$ cat src/timer_unit_pkg.sv
// Purpose: Shared constants of the five-channel down-counting timer unit.
// Assumes: Byte addresses on a 32-bit register port, one register per aligned word.
// Notes: Narrow registers sit in the low bits of the word; upper bits read as zero.
package timer_unit_pkg;

    localparam int NUM_CH = 5;
    localparam int NUM_PIN_CH = 3;

    // Register byte addresses.
    localparam logic [31:0] ADDR_PIN_OUTPUT_CONTROL = 32'hffd80000;
    localparam logic [31:0] ADDR_START_CONTROL_CH0_2 = 32'hffd80004;
    localparam logic [31:0] ADDR_START_CONTROL_CH3_4 = 32'hfe100004;
    localparam logic [31:0] ADDR_CAPTURE_VALUE_CH2 = 32'hffd8002c;
    localparam logic [31:0] ADDR_IRQ_STATUS = 32'hffd80030;
    localparam logic [31:0] ADDR_IRQ_MASK = 32'hffd80034;
    localparam logic [31:0] ADDR_RELOAD [NUM_CH] = '{32'hffd80008, 32'hffd80014, 32'hffd80020,
                                                     32'hfe100008, 32'hfe100014};
    localparam logic [31:0] ADDR_COUNTER [NUM_CH] = '{32'hffd8000c, 32'hffd80018, 32'hffd80024,
                                                      32'hfe10000c, 32'hfe100018};
    localparam logic [31:0] ADDR_CONTROL [NUM_CH] = '{32'hffd80010, 32'hffd8001c, 32'hffd80028,
                                                      32'hfe100010, 32'hfe10001c};

    // Reset values.
    localparam logic [7:0] RESET_PIN_OUTPUT_CONTROL = 8'h00;
    localparam logic [7:0] RESET_START = 8'h00;
    localparam logic [31:0] RESET_RELOAD = 32'h0fffffff;
    localparam logic [31:0] RESET_COUNTER = 32'h0fffffff;
    localparam logic [15:0] RESET_CONTROL = 16'h0000;
    localparam logic [5:0] RESET_IRQ = 6'h00;

    // Implemented bit masks; all other bits read zero and ignore writes.
    localparam logic [7:0] MASK_PIN_OUTPUT_CONTROL = 8'h01;
    localparam logic [7:0] MASK_START_CH0_2 = 8'h07;
    localparam logic [7:0] MASK_START_CH3_4 = 8'h03;
    localparam logic [15:0] MASK_CONTROL [NUM_CH] = '{16'h013f, 16'h013f, 16'h03ff, 16'h0127, 16'h0127};

    // Control register field positions.
    localparam int CTL_CLK_SEL_LSB = 0;
    localparam int CTL_EDGE_LSB = 3;
    localparam int CTL_UNDERFLOW_IE = 5;
    localparam int CTL_CAPTURE_EN_LSB = 6;
    localparam int CTL_UNDERFLOW_FLAG = 8;
    localparam int CTL_CAPTURE_FLAG = 9;
    localparam int PIN_OUTPUT_SELECT_BIT = 0;

    // Interrupt status layout: bits 4..0 underflow per channel, bit 5 capture.
    localparam int IRQ_CAPTURE_BIT = 5;

    // Count clock selections.
    localparam logic [2:0] CLK_SEL_RTC = 3'h6;
    localparam logic [2:0] CLK_SEL_PIN = 3'h7;
    localparam int NUM_DIV = 5;
    localparam int PRESCALE_BITS = 10;

endpackage : timer_unit_pkg

$ cat src/timer_unit.sv
// Purpose: Five-channel 32-bit auto-reload down-counting timer with start, pin and capture control.
// Assumes: clk is the peripheral clock; manual reset and standby levels come from clk-domain logic.
// Notes: The pin and the real-time-clock output clock are asynchronous and are synchronised here.
`timescale 1ns/1ps
module timer_unit #(
    parameter int NUM_CH = timer_unit_pkg::NUM_CH
) (
    // Clock and power-on reset.
    input wire logic clk,
    input wire logic rst,
    // Power state from the system controller.
    input wire logic manual_rst,
    input wire logic standby,
    input wire logic module_standby,
    // Register port.
    input wire logic [31:0] addr,
    input wire logic [31:0] wdata,
    input wire logic wr,
    input wire logic rd,
    output logic [31:0] rdata,
    // Shared timer pin.
    input wire logic shared_timer_pin_in,
    output logic shared_timer_pin_out,
    output logic shared_timer_pin_oe,
    // Real-time-clock output clock.
    input wire logic rtc_output_clock,
    // Channel run state and interrupt.
    output logic [4:0] run_enable,
    output logic irq
);

    // The register map and the interrupt status layout are fixed at five channels.
    if (NUM_CH != timer_unit_pkg::NUM_CH) begin : g_bad_num_ch
        $error("timer_unit serves exactly five channels");
    end
    // The slowest internal tick needs two more prescaler bits per divider step.
    if (timer_unit_pkg::PRESCALE_BITS < 2 * timer_unit_pkg::NUM_DIV) begin : g_bad_prescale
        $error("timer_unit prescaler too narrow for its divider taps");
    end
    if (timer_unit_pkg::NUM_PIN_CH > NUM_CH) begin : g_bad_pin_ch
        $error("timer_unit has more pin channels than channels");
    end

    // Input synchronisers; the third stage only feeds edge detection.
    logic pin_s1_q, pin_s2_q, pin_s3_q;
    logic rtc_s1_q, rtc_s2_q, rtc_s3_q;

    always_ff @(posedge clk or posedge rst) begin
        if (rst) begin
            pin_s1_q <= 1'b0;
            pin_s2_q <= 1'b0;
            pin_s3_q <= 1'b0;
            rtc_s1_q <= 1'b0;
            rtc_s2_q <= 1'b0;
            rtc_s3_q <= 1'b0;
        end else begin
            pin_s1_q <= shared_timer_pin_in;
            pin_s2_q <= pin_s1_q;
            pin_s3_q <= pin_s2_q;
            rtc_s1_q <= rtc_output_clock;
            rtc_s2_q <= rtc_s1_q;
            rtc_s3_q <= rtc_s2_q;
        end
    end

    logic pin_rise, pin_fall, rtc_tick;
    assign pin_rise = pin_s2_q & ~pin_s3_q;
    assign pin_fall = ~pin_s2_q & pin_s3_q;
    assign rtc_tick = rtc_s2_q & ~rtc_s3_q;

    // The peripheral clock is considered stopped for the unit in either standby state.
    logic unit_clock_on;
    assign unit_clock_on = ~standby & ~module_standby;

    // Prescaler for the internal divide-by-4 to divide-by-1024 ticks.
    logic [timer_unit_pkg::PRESCALE_BITS-1:0] presc_q, presc_d;
    logic [timer_unit_pkg::NUM_DIV-1:0] div_tick;

    always_comb begin
        presc_d = presc_q;
        if (unit_clock_on) begin
            presc_d = presc_q + 10'h001;
        end
    end

    always_ff @(posedge clk or posedge rst) begin
        if (rst) begin
            presc_q <= '0;
        end else begin
            presc_q <= presc_d;
        end
    end

    genvar gd;
    generate
        for (gd = 0; gd < timer_unit_pkg::NUM_DIV; gd++) begin : g_div
            assign div_tick[gd] = unit_clock_on & (&presc_q[2*gd+1:0]);
        end
    endgenerate

    // Register state.
    logic [7:0] pin_ctl_q, pin_ctl_d;
    logic [7:0] start02_q, start02_d;
    logic [7:0] start34_q, start34_d;
    logic [31:0] reload_q [NUM_CH];
    logic [31:0] reload_d [NUM_CH];
    logic [31:0] count_q [NUM_CH];
    logic [31:0] count_d [NUM_CH];
    logic [15:0] ctrl_q [NUM_CH];
    logic [15:0] ctrl_d [NUM_CH];
    logic [5:0] irq_status_q, irq_status_d;
    logic [5:0] irq_mask_q, irq_mask_d;
    logic [31:0] capture_q, capture_d;
    logic [31:0] rdata_q, rdata_d;

    logic pin_is_output;
    assign pin_is_output = pin_ctl_q[timer_unit_pkg::PIN_OUTPUT_SELECT_BIT];

    // Per-channel count tick, rtc selection and underflow.
    logic [NUM_CH-1:0] tick, sel_rtc, underflow, running;
    // A counter write in the same cycle as a plain tick keeps the written value.
    logic [NUM_CH-1:0] count_wr;
    logic capture_event;

    genvar gc;
    generate
        for (gc = 0; gc < NUM_CH; gc++) begin : g_ch
            logic [2:0] clk_sel;
            logic [1:0] edge_sel;
            logic pin_edge;
            logic raw_tick;
            assign clk_sel = ctrl_q[gc][timer_unit_pkg::CTL_CLK_SEL_LSB +: 3];
            assign edge_sel = ctrl_q[gc][timer_unit_pkg::CTL_EDGE_LSB +: 2];
            assign pin_edge = ~pin_is_output & (edge_sel == 2'h0 ? pin_rise :
                              edge_sel == 2'h1 ? pin_fall : (pin_rise | pin_fall));
            if (gc < timer_unit_pkg::NUM_PIN_CH) begin : g_full
                assign sel_rtc[gc] = (clk_sel == timer_unit_pkg::CLK_SEL_RTC);
                assign raw_tick = (clk_sel == timer_unit_pkg::CLK_SEL_RTC) ? (rtc_tick & ~standby) :
                                  (clk_sel == timer_unit_pkg::CLK_SEL_PIN) ? (pin_edge & unit_clock_on) :
                                  (clk_sel < 3'h5) ? div_tick[clk_sel] : 1'b0;
                assign running[gc] = start02_q[gc];
            end else begin : g_internal
                assign sel_rtc[gc] = 1'b0;
                assign raw_tick = (clk_sel < 3'h5) ? div_tick[clk_sel] : 1'b0;
                assign running[gc] = start34_q[gc-timer_unit_pkg::NUM_PIN_CH];
            end
            assign tick[gc] = running[gc] & raw_tick;
            assign count_wr[gc] = wr & (addr == timer_unit_pkg::ADDR_COUNTER[gc]);
            assign underflow[gc] = tick[gc] & (count_q[gc] == 32'h00000000);
        end
    endgenerate

    // Capture on channel 2 uses the counter's pin edge while capture is enabled.
    assign capture_event = (ctrl_q[2][timer_unit_pkg::CTL_CAPTURE_EN_LSB +: 2] != 2'h0) & g_ch[2].pin_edge
                           & unit_clock_on;

    assign run_enable = running;

    // Register writes, counting and power-state effects.
    always_comb begin
        logic [15:0] ctl_w;
        ctl_w = '0;
        pin_ctl_d = pin_ctl_q;
        start02_d = start02_q;
        start34_d = start34_q;
        irq_status_d = irq_status_q;
        irq_mask_d = irq_mask_q;
        capture_d = capture_q;
        for (int c = 0; c < NUM_CH; c++) begin
            reload_d[c] = reload_q[c];
            count_d[c] = count_q[c];
            ctrl_d[c] = ctrl_q[c];
        end

        if (wr) begin
            if (addr == timer_unit_pkg::ADDR_PIN_OUTPUT_CONTROL) begin
                pin_ctl_d = wdata[7:0] & timer_unit_pkg::MASK_PIN_OUTPUT_CONTROL;
            end
            if (addr == timer_unit_pkg::ADDR_START_CONTROL_CH0_2) begin
                start02_d = wdata[7:0] & timer_unit_pkg::MASK_START_CH0_2;
            end
            if (addr == timer_unit_pkg::ADDR_START_CONTROL_CH3_4) begin
                start34_d = wdata[7:0] & timer_unit_pkg::MASK_START_CH3_4;
            end
            if (addr == timer_unit_pkg::ADDR_IRQ_MASK) begin
                irq_mask_d = wdata[5:0];
            end
            if (addr == timer_unit_pkg::ADDR_IRQ_STATUS) begin
                irq_status_d = irq_status_q & ~wdata[5:0];
            end
            for (int c = 0; c < NUM_CH; c++) begin
                if (addr == timer_unit_pkg::ADDR_RELOAD[c]) begin
                    reload_d[c] = wdata;
                end
                if (addr == timer_unit_pkg::ADDR_COUNTER[c]) begin
                    count_d[c] = wdata;
                end
                if (addr == timer_unit_pkg::ADDR_CONTROL[c]) begin
                    // Flags clear on a zero write and are unchanged by a one.
                    ctl_w = wdata[15:0] & timer_unit_pkg::MASK_CONTROL[c];
                    ctl_w[timer_unit_pkg::CTL_UNDERFLOW_FLAG] = ctrl_q[c][timer_unit_pkg::CTL_UNDERFLOW_FLAG]
                        & wdata[timer_unit_pkg::CTL_UNDERFLOW_FLAG];
                    ctl_w[timer_unit_pkg::CTL_CAPTURE_FLAG] = ctrl_q[c][timer_unit_pkg::CTL_CAPTURE_FLAG]
                        & wdata[timer_unit_pkg::CTL_CAPTURE_FLAG] & timer_unit_pkg::MASK_CONTROL[c][9];
                    ctrl_d[c] = ctl_w;
                end
            end
        end

        // Counting comes after the bus so a set from hardware wins over a clear.
        for (int c = 0; c < NUM_CH; c++) begin
            if (underflow[c]) begin
                count_d[c] = reload_q[c];
                ctrl_d[c][timer_unit_pkg::CTL_UNDERFLOW_FLAG] = 1'b1;
                irq_status_d[c] = 1'b1;
            end else if (tick[c] && !count_wr[c]) begin
                count_d[c] = count_q[c] - 32'h00000001;
            end
        end

        if (capture_event) begin
            capture_d = count_q[2];
            ctrl_d[2][timer_unit_pkg::CTL_CAPTURE_FLAG] = 1'b1;
            irq_status_d[timer_unit_pkg::IRQ_CAPTURE_BIT] = 1'b1;
        end

        if (module_standby) begin
            for (int c = 0; c < timer_unit_pkg::NUM_PIN_CH; c++) begin
                if (!sel_rtc[c]) begin
                    start02_d[c] = 1'b0;
                end
            end
        end

        // Full standby comes after module standby so it overrides the rtc exception.
        // standby start clear
        if (standby) begin
            start02_d = timer_unit_pkg::RESET_START;
        end

        if (manual_rst) begin
            pin_ctl_d = timer_unit_pkg::RESET_PIN_OUTPUT_CONTROL;
            start02_d = timer_unit_pkg::RESET_START;
            irq_status_d[timer_unit_pkg::NUM_PIN_CH-1:0] = 3'h0;
            irq_status_d[timer_unit_pkg::IRQ_CAPTURE_BIT] = 1'b0;
            for (int c = 0; c < timer_unit_pkg::NUM_PIN_CH; c++) begin
                reload_d[c] = timer_unit_pkg::RESET_RELOAD;
                count_d[c] = timer_unit_pkg::RESET_COUNTER;
                ctrl_d[c] = timer_unit_pkg::RESET_CONTROL;
            end
        end
    end

    always_ff @(posedge clk or posedge rst) begin
        if (rst) begin
            pin_ctl_q <= timer_unit_pkg::RESET_PIN_OUTPUT_CONTROL;
            start02_q <= timer_unit_pkg::RESET_START;
            start34_q <= timer_unit_pkg::RESET_START;
            irq_status_q <= timer_unit_pkg::RESET_IRQ;
            irq_mask_q <= timer_unit_pkg::RESET_IRQ;
            for (int c = 0; c < NUM_CH; c++) begin
                reload_q[c] <= timer_unit_pkg::RESET_RELOAD;
                count_q[c] <= timer_unit_pkg::RESET_COUNTER;
                ctrl_q[c] <= timer_unit_pkg::RESET_CONTROL;
            end
        end else begin
            pin_ctl_q <= pin_ctl_d;
            start02_q <= start02_d;
            start34_q <= start34_d;
            irq_status_q <= irq_status_d;
            irq_mask_q <= irq_mask_d;
            for (int c = 0; c < NUM_CH; c++) begin
                reload_q[c] <= reload_d[c];
                count_q[c] <= count_d[c];
                ctrl_q[c] <= ctrl_d[c];
            end
        end
    end

    // No reset here on purpose: software must not rely on the value before a capture.
    // capture never reset
    always_ff @(posedge clk) begin
        capture_q <= capture_d;
    end

    // Read data stand for exactly the cycle after the strobe; unmapped reads return zero.
    always_comb begin
        rdata_d = 32'h00000000;
        if (rd) begin
            if (addr == timer_unit_pkg::ADDR_PIN_OUTPUT_CONTROL) begin
                rdata_d = {24'h000000, pin_ctl_q};
            end
            if (addr == timer_unit_pkg::ADDR_START_CONTROL_CH0_2) begin
                rdata_d = {24'h000000, start02_q};
            end
            if (addr == timer_unit_pkg::ADDR_START_CONTROL_CH3_4) begin
                rdata_d = {24'h000000, start34_q};
            end
            if (addr == timer_unit_pkg::ADDR_CAPTURE_VALUE_CH2) begin
                rdata_d = capture_q;
            end
            if (addr == timer_unit_pkg::ADDR_IRQ_STATUS) begin
                rdata_d = {26'h0000000, irq_status_q};
            end
            if (addr == timer_unit_pkg::ADDR_IRQ_MASK) begin
                rdata_d = {26'h0000000, irq_mask_q};
            end
            for (int c = 0; c < NUM_CH; c++) begin
                if (addr == timer_unit_pkg::ADDR_RELOAD[c]) begin
                    rdata_d = reload_q[c];
                end
                if (addr == timer_unit_pkg::ADDR_COUNTER[c]) begin
                    rdata_d = count_q[c];
                end
                if (addr == timer_unit_pkg::ADDR_CONTROL[c]) begin
                    rdata_d = {16'h0000, ctrl_q[c]};
                end
            end
        end
    end

    always_ff @(posedge clk or posedge rst) begin
        if (rst) begin
            rdata_q <= 32'h00000000;
        end else begin
            rdata_q <= rdata_d;
        end
    end

    assign rdata = rdata_q;
    assign irq = |(irq_status_q & irq_mask_q);

    assign shared_timer_pin_oe = pin_is_output;
    // The rtc clock leaves through the synchroniser, so the pin lags it by two clocks.
    // low in standby
    assign shared_timer_pin_out = pin_is_output & ~standby & rtc_s2_q;

endmodule : timer_unit

$ cat config.mk
export PLATFORM = sky130hd
export DESIGN_NAME = timer_unit
export DESIGN_NICKNAME = d
export VERILOG_FILES = /design/src/timer_unit_pkg.sv /design/src/timer_unit.sv
export SDC_FILE = /design/constraint.sdc
export NUM_CORES = 2
export LEC_CHECK = 0
export CAP_MARGIN = 20
export CORE_MARGIN = 4
export CORE_UTILIZATION = 55
export CTS_CLUSTER_DIAMETER = 200
export DETAILED_ROUTE_END_ITERATION = 10
export DONT_BUFFER_PORTS = 1
export PLACE_DENSITY = 0.72
export SLEW_MARGIN = 5
export SYNTH_ARGS = -nofsm -noshare
export SYNTH_HDL_FRONTEND = slang
export SYNTH_SLANG_ARGS = --single-unit
export TNS_END_PERCENT = 50
$ cat constraint.sdc
create_clock -name clk -period 17.91 [get_ports clk]
set_input_delay 4.4775 -clock clk [delete_from_list [all_inputs] [get_ports clk]]
set_output_delay 4.4775 -clock clk [all_outputs]
set_load 0.03 [all_outputs]
# After elaboration in Yosys (flattened, before gate mapping)
# Cells that the tools add are included.
# word_totals
in_bits	73
ff_bits	488
out_inout_bits	40
# op_classes
add_sub_neg	6
order_cmp	10
n_reduce_logical	94
n_eq_ne	30
n_mux	107
bitwise	51
# ops
op	count
32-bit 2-to-1 mux	41
32-bit equality test (second input constant)	21
160-bit 2-to-1 mux	2
96-bit 2-to-1 mux	2
32-bit logical NOT	5
32-bit by 1-bit subtractor with 32-bit output (second input constant)	5
80-bit 2-to-1 mux	1
8-bit 2-to-1 mux	8
2-bit AND reduction	32
3-bit nonzero test	18
16-bit 2-to-1 mux	3
48-bit 2-to-1 mux	1
1-bit AND	41
1-bit 2-to-1 mux	38
2-bit nonzero test	15
4-bit nonzero test	6
3-bit by 4-bit < comparator with 1-bit output (second input constant)	5
3-bit equality test (second input constant)	6
9-bit 2-to-1 mux	2
1-bit binary-select mux with 3-bit select	5
3-bit < comparator (second input constant)	5
6-bit AND	2
6-bit 2-to-1 mux	2
10-bit by 1-bit adder with 10-bit output (second input constant)	1
other kinds (13)	31

# Depth between registers and ports, before layout
# logic_depth
ltp_word	23
ltp_mapped	13

# Worst setup path after synthesis
# Ideal clock, no wire load.
# synth_path
path_kind	input to output
start	input standby
end	output shared_timer_pin_out
t_arrival_ns	4.846
path_stages	1
path_slack_ns	8.586
required_time_ns	13.432
n_path_buf	0
path_cell_list	and3b_1
# synth_via
elab_chain_len	3
# synth_rtl
element	line	source
start: declaration	timer_unit.sv:13	input wire logic standby,
1-bit inverter	timer_unit.sv:336	assign shared_timer_pin_out = pin_is_output & ~standby & rtc_s2_q;
1-bit AND (2 in a row)	timer_unit.sv:336	
end: declaration	timer_unit.sv:23	output logic shared_timer_pin_out,
# No other way between the ends.

# Worst setup path in the final report
# Ends and elaborated chain as after synthesis.

==> flow_summary.rst <==
.. list-table::
   :header-rows: 1

   * - Metric
     - Value
   * - Horizontal die dimension
     - 230 µm
   * - Ys async rst share
     - 92.9%
   * - Die Span Y
     - 230 µm
   * - Final Hold Viols
     - 0
   * - Number of nets produced by synthesis
     - 3148
   * - CTS tree
     - yes
   * - Synthesized area divided by synthesized cell count
     - 8.83 µm²
   * - Number of H-tree levels
     - 2
   * - HPWL reported at the end of detailed placement
     - 66200 µm
   * - Number of max-slew violations in the final report
     - 0
   * - Number of CTS-inserted buffers
     - 49
   * - Post-route minimum period
     - 9340 ps
   * - Sum of buffers and inverters on the critical path
     - 0
   * - Post-layout instance area
     - 0.0292 mm²
   * - R2R Setup Slk
     - 13840 ps
   * - F_max
     - 107 MHz
   * - Starting utilization of the core area
     - 55.5%
   * - Area share of the leading cell type in the synthesized netlist
     - 27.2%
   * - Ports
     - 113
   * - Transition time at the pin with the least slew margin
     - 1240 ps
   * - Setup Crit Path Kind
     - primary input to output pin
   * - CP startpoint kind
     - primary input
   * - Final setup violation count
     - 0
   * - Share of post-route cells with drive strength above 1
     - 18.9%
   * - Critical Path Max Stage Delay
     - 380 ps
   * - Number of placed cells counting well taps
     - 3534
   * - Total power of the final layout
     - 2.20 mW
   * - Routability Congestion
     - 0.995
   * - Peak supply drop
     - 0.0749 mV
   * - Post-Place Cell Area
     - 0.0274 mm²
   * - Largest net degree at the start of global routing
     - 176
   * - PortBufs
     - 0
   * - Number of standard cells in the layout, taps in and fillers out
     - 3632
   * - Status
     - finished clean
   * - Number of routed nets with antenna violations
     - 0
   * - Worst hold slack
     - 349 ps
   * - Number of detailed-route iterations in the first pass
     - 6
   * - Skew final
     - 32.9 ps
   * - Post-layout utilization of the core
     - 59.7%
   * - Count of cell types in the netlist
     - 86
   * - Overall overflow remaining after global route
     - 0
   * - Wire length per cell
     - 26.3 µm
   * - First-pass GRT wire length
     - 145000 µm
   * - Number of DRC violations after detailed-routing iteration 0
     - 3737
   * - Critical Path, Cell by Cell
     - and3b_1
   * - Floorplan die area
     - 0.0529 mm²
   * - Critical Path Sink Type
     - output pin
   * - Clock slew seen by the registers of the worst setup and hold paths
     - 60 ps
   * - Worst-Skew Late Latency
     - 610 ps
   * - Post-CTS sizing
     - 0
   * - CP top delay family
     - simple AND/OR/NAND/NOR gates
   * - Worst setup slack after layout
     - 8570 ps
   * - Synth-to-layout area growth
     - 7.69%
   * - Cell count after synthesis
     - 3067
   * - Number of buffers inserted to repair setup after CTS
     - 0
   * - CP Launch Point
     - standby
   * - Max clock buf depth
     - 3
   * - Critical path arrival
     - 4860 ps
   * - Clock root cell
     - sky130_fd_sc_hd__clkbuf_16
   * - Vias in the first global route
     - 23.3k
   * - Count of unresolved DRC violations after routing
     - 0
   * - Total number of vias
     - 24.8k
   * - Area of the placeable core
     - 0.0488 mm²
   * - CP max stage cell
     - sky130_fd_sc_hd__and3b_1
   * - Number of nets in the finished design
     - 3007
   * - Drt total wl
     - 95600 µm
   * - Cell Rows
     - 81
   * - Total of max-cap violations
     - 0
   * - RSZ-0062 raised after global routing
     - false
   * - Ratio of total power to cell area
     - 75.4 mW/mm²
   * - Post-CTS Hold Buffers
     - 0
   * - Cell type contributing the most total cell area after synthesis
     - sky130_fd_sc_hd__dfstp_2
   * - Slew Limit Headroom
     - 16.7%
   * - Tightest Hold Check Type
     - register to register
   * - FF+latch count, synth
     - 452
   * - Crit path max fanout
     - 9
   * - Pre-CTS setup slack
     - 8570 ps
   * - RR Startpoint
     - pin_s2_q
   * - Cell types with the largest area share after synthesis
     - sky130_fd_sc_hd__dfstp_2, sky130_fd_sc_hd__dfrtp_1, sky130_fd_sc_hd__a21oi_1, sky130_fd_sc_hd__nand2_1, sky130_fd_sc_hd__nor2_1
   * - Part of the cycle the worst path needs
     - 52.1%
   * - Required time at the worst-slack endpoint
     - 13430 ps
   * - Final setup TNS
     - 0 ps
   * - Syn Std Cell Area
     - 0.0271 mm²
   * - Clk sink count
     - 452
   * - Total global-route track usage
     - 34.9%
   * - Number of enable flip-flop cells after synthesis
     - 32
   * - Proportion of synthesized chip area in sequential cells
     - 43.6%
   * - Static leakage power
     - 11.0 nW
   * - Most used flip-flop cell after synthesis
     - sky130_fd_sc_hd__dfstp_2
   * - Via count normalized by instance count
     - 6.83
   * - Warnings, synthesis
     - 0
   * - Critical hold path startpoint
     - rtc_s1_q
   * - Initial antenna violation count
     - 1
==> Yosys cell counts (33+ instances only) <==
cell type                  instances
sky130_fd_sc_hd__a21oi_1         325
sky130_fd_sc_hd__a221oi_1         33
sky130_fd_sc_hd__a22oi_1          63
sky130_fd_sc_hd__clkbuf_1        217
sky130_fd_sc_hd__dfrtp_1         140
sky130_fd_sc_hd__dfstp_2         280
sky130_fd_sc_hd__mux2_2           87
sky130_fd_sc_hd__mux2i_1          60
sky130_fd_sc_hd__nand2_1         395
sky130_fd_sc_hd__nand3_1          53
sky130_fd_sc_hd__nand3b_1         66
sky130_fd_sc_hd__nor2_1          317
sky130_fd_sc_hd__nor2b_1          37
sky130_fd_sc_hd__nor3_1          108
sky130_fd_sc_hd__nor4_1           56
sky130_fd_sc_hd__o211ai_1         75
sky130_fd_sc_hd__o21ai_0          76
sky130_fd_sc_hd__o221ai_1         33
sky130_fd_sc_hd__o22ai_1          52
sky130_fd_sc_hd__xnor2_1          95
sky130_fd_sc_hd__xor2_1           50
==> per-layer routing <==
metal	GRT usage, %	routed length, µm
met5	0	0
met4	8.19	2520
met3	8.09	11000
met2	53.1	42200
met1	51.1	39900
==> worst paths after layout <==
path | to | depth (start not counted)
setup reg to reg | count_q[77] | 11
setup / recovery | shared_timer_pin_out | 1
hold reg to reg | rtc_s2_q | 0
max in group asynchronous | count_q[117] | 4
hold / removal | rtc_s2_q | 0
min in group asynchronous | rdata[5] | 1
==> logic make-up after synthesis <==
kind of cell	synth area share, %
multiplexers	5.92
buffers and inverters	4.33
AND/OR/NAND/NOR	21.3
adder cells (fa/ha/maj)	0.369
AO/OA/AOI/OAI	19.7
flip-flops	43.6
XOR/XNOR	4.69
==> power breakdown <==
group	switching [mW]	internal (mW)	leakage (nW)
Combinational	0.0558	0.0339	5.04
Sequential	0.0159	1.05	5.12
Clock	0.437	0.608	0.812
==> cells in the final DEF, fill, tap and decap left out, drive strengths merged, types with 52 or more instances in the layout <==
cell type,Yosys,routed
a21oi,326,326
a22oi,63,63
buf,30,60
clkbuf,222,66
dfrtp,140,140
dfstp,280,280
mux2,87,87
mux2i,60,60
nand2,396,396
nand3,53,53
nand3b,66,66
nor2,317,317
nor3,108,108
nor4,60,60
o211ai,76,76
o21ai,79,79
o22ai,52,52
xnor2,95,95
==> area by class of cell <==
| class | instances | area [µm²] |
|---|---|---|
| diodes | 1 | 2.50 |
| clock inverters | 26 | 282 |
| inverters | 34 | 135 |
| clock buffers | 66 | 1360 |
| repair buffers | 60 | 518 |
| fillers | 4213 | 19700 |
| flip-flops and latches | 452 | 11800 |
| well taps | 664 | 831 |
| multi-input cells | 2329 | 14200 |
==> registers in the layout, indices dropped and copies added (netlist names) <==
| name | cells |
|---|---|
| pin_s1_q | 1 |
| irq_mask_q | 6 |
| reload_q | 160 |
| start34_q | 2 |
| presc_q | 10 |
| start02_q | 3 |
| rtc_s3_q | 1 |
| capture_q | 32 |
| rtc_s2_q | 1 |
| irq_status_q | 6 |
| pin_s3_q | 1 |
| rdata | 32 |
| pin_s2_q | 1 |
| count_q | 160 |
| rtc_s1_q | 1 |
| pin_ctl_q | 1 |
| ctrl_q | 34 |
Note: power is estimated with default switching activity, not from simulation.
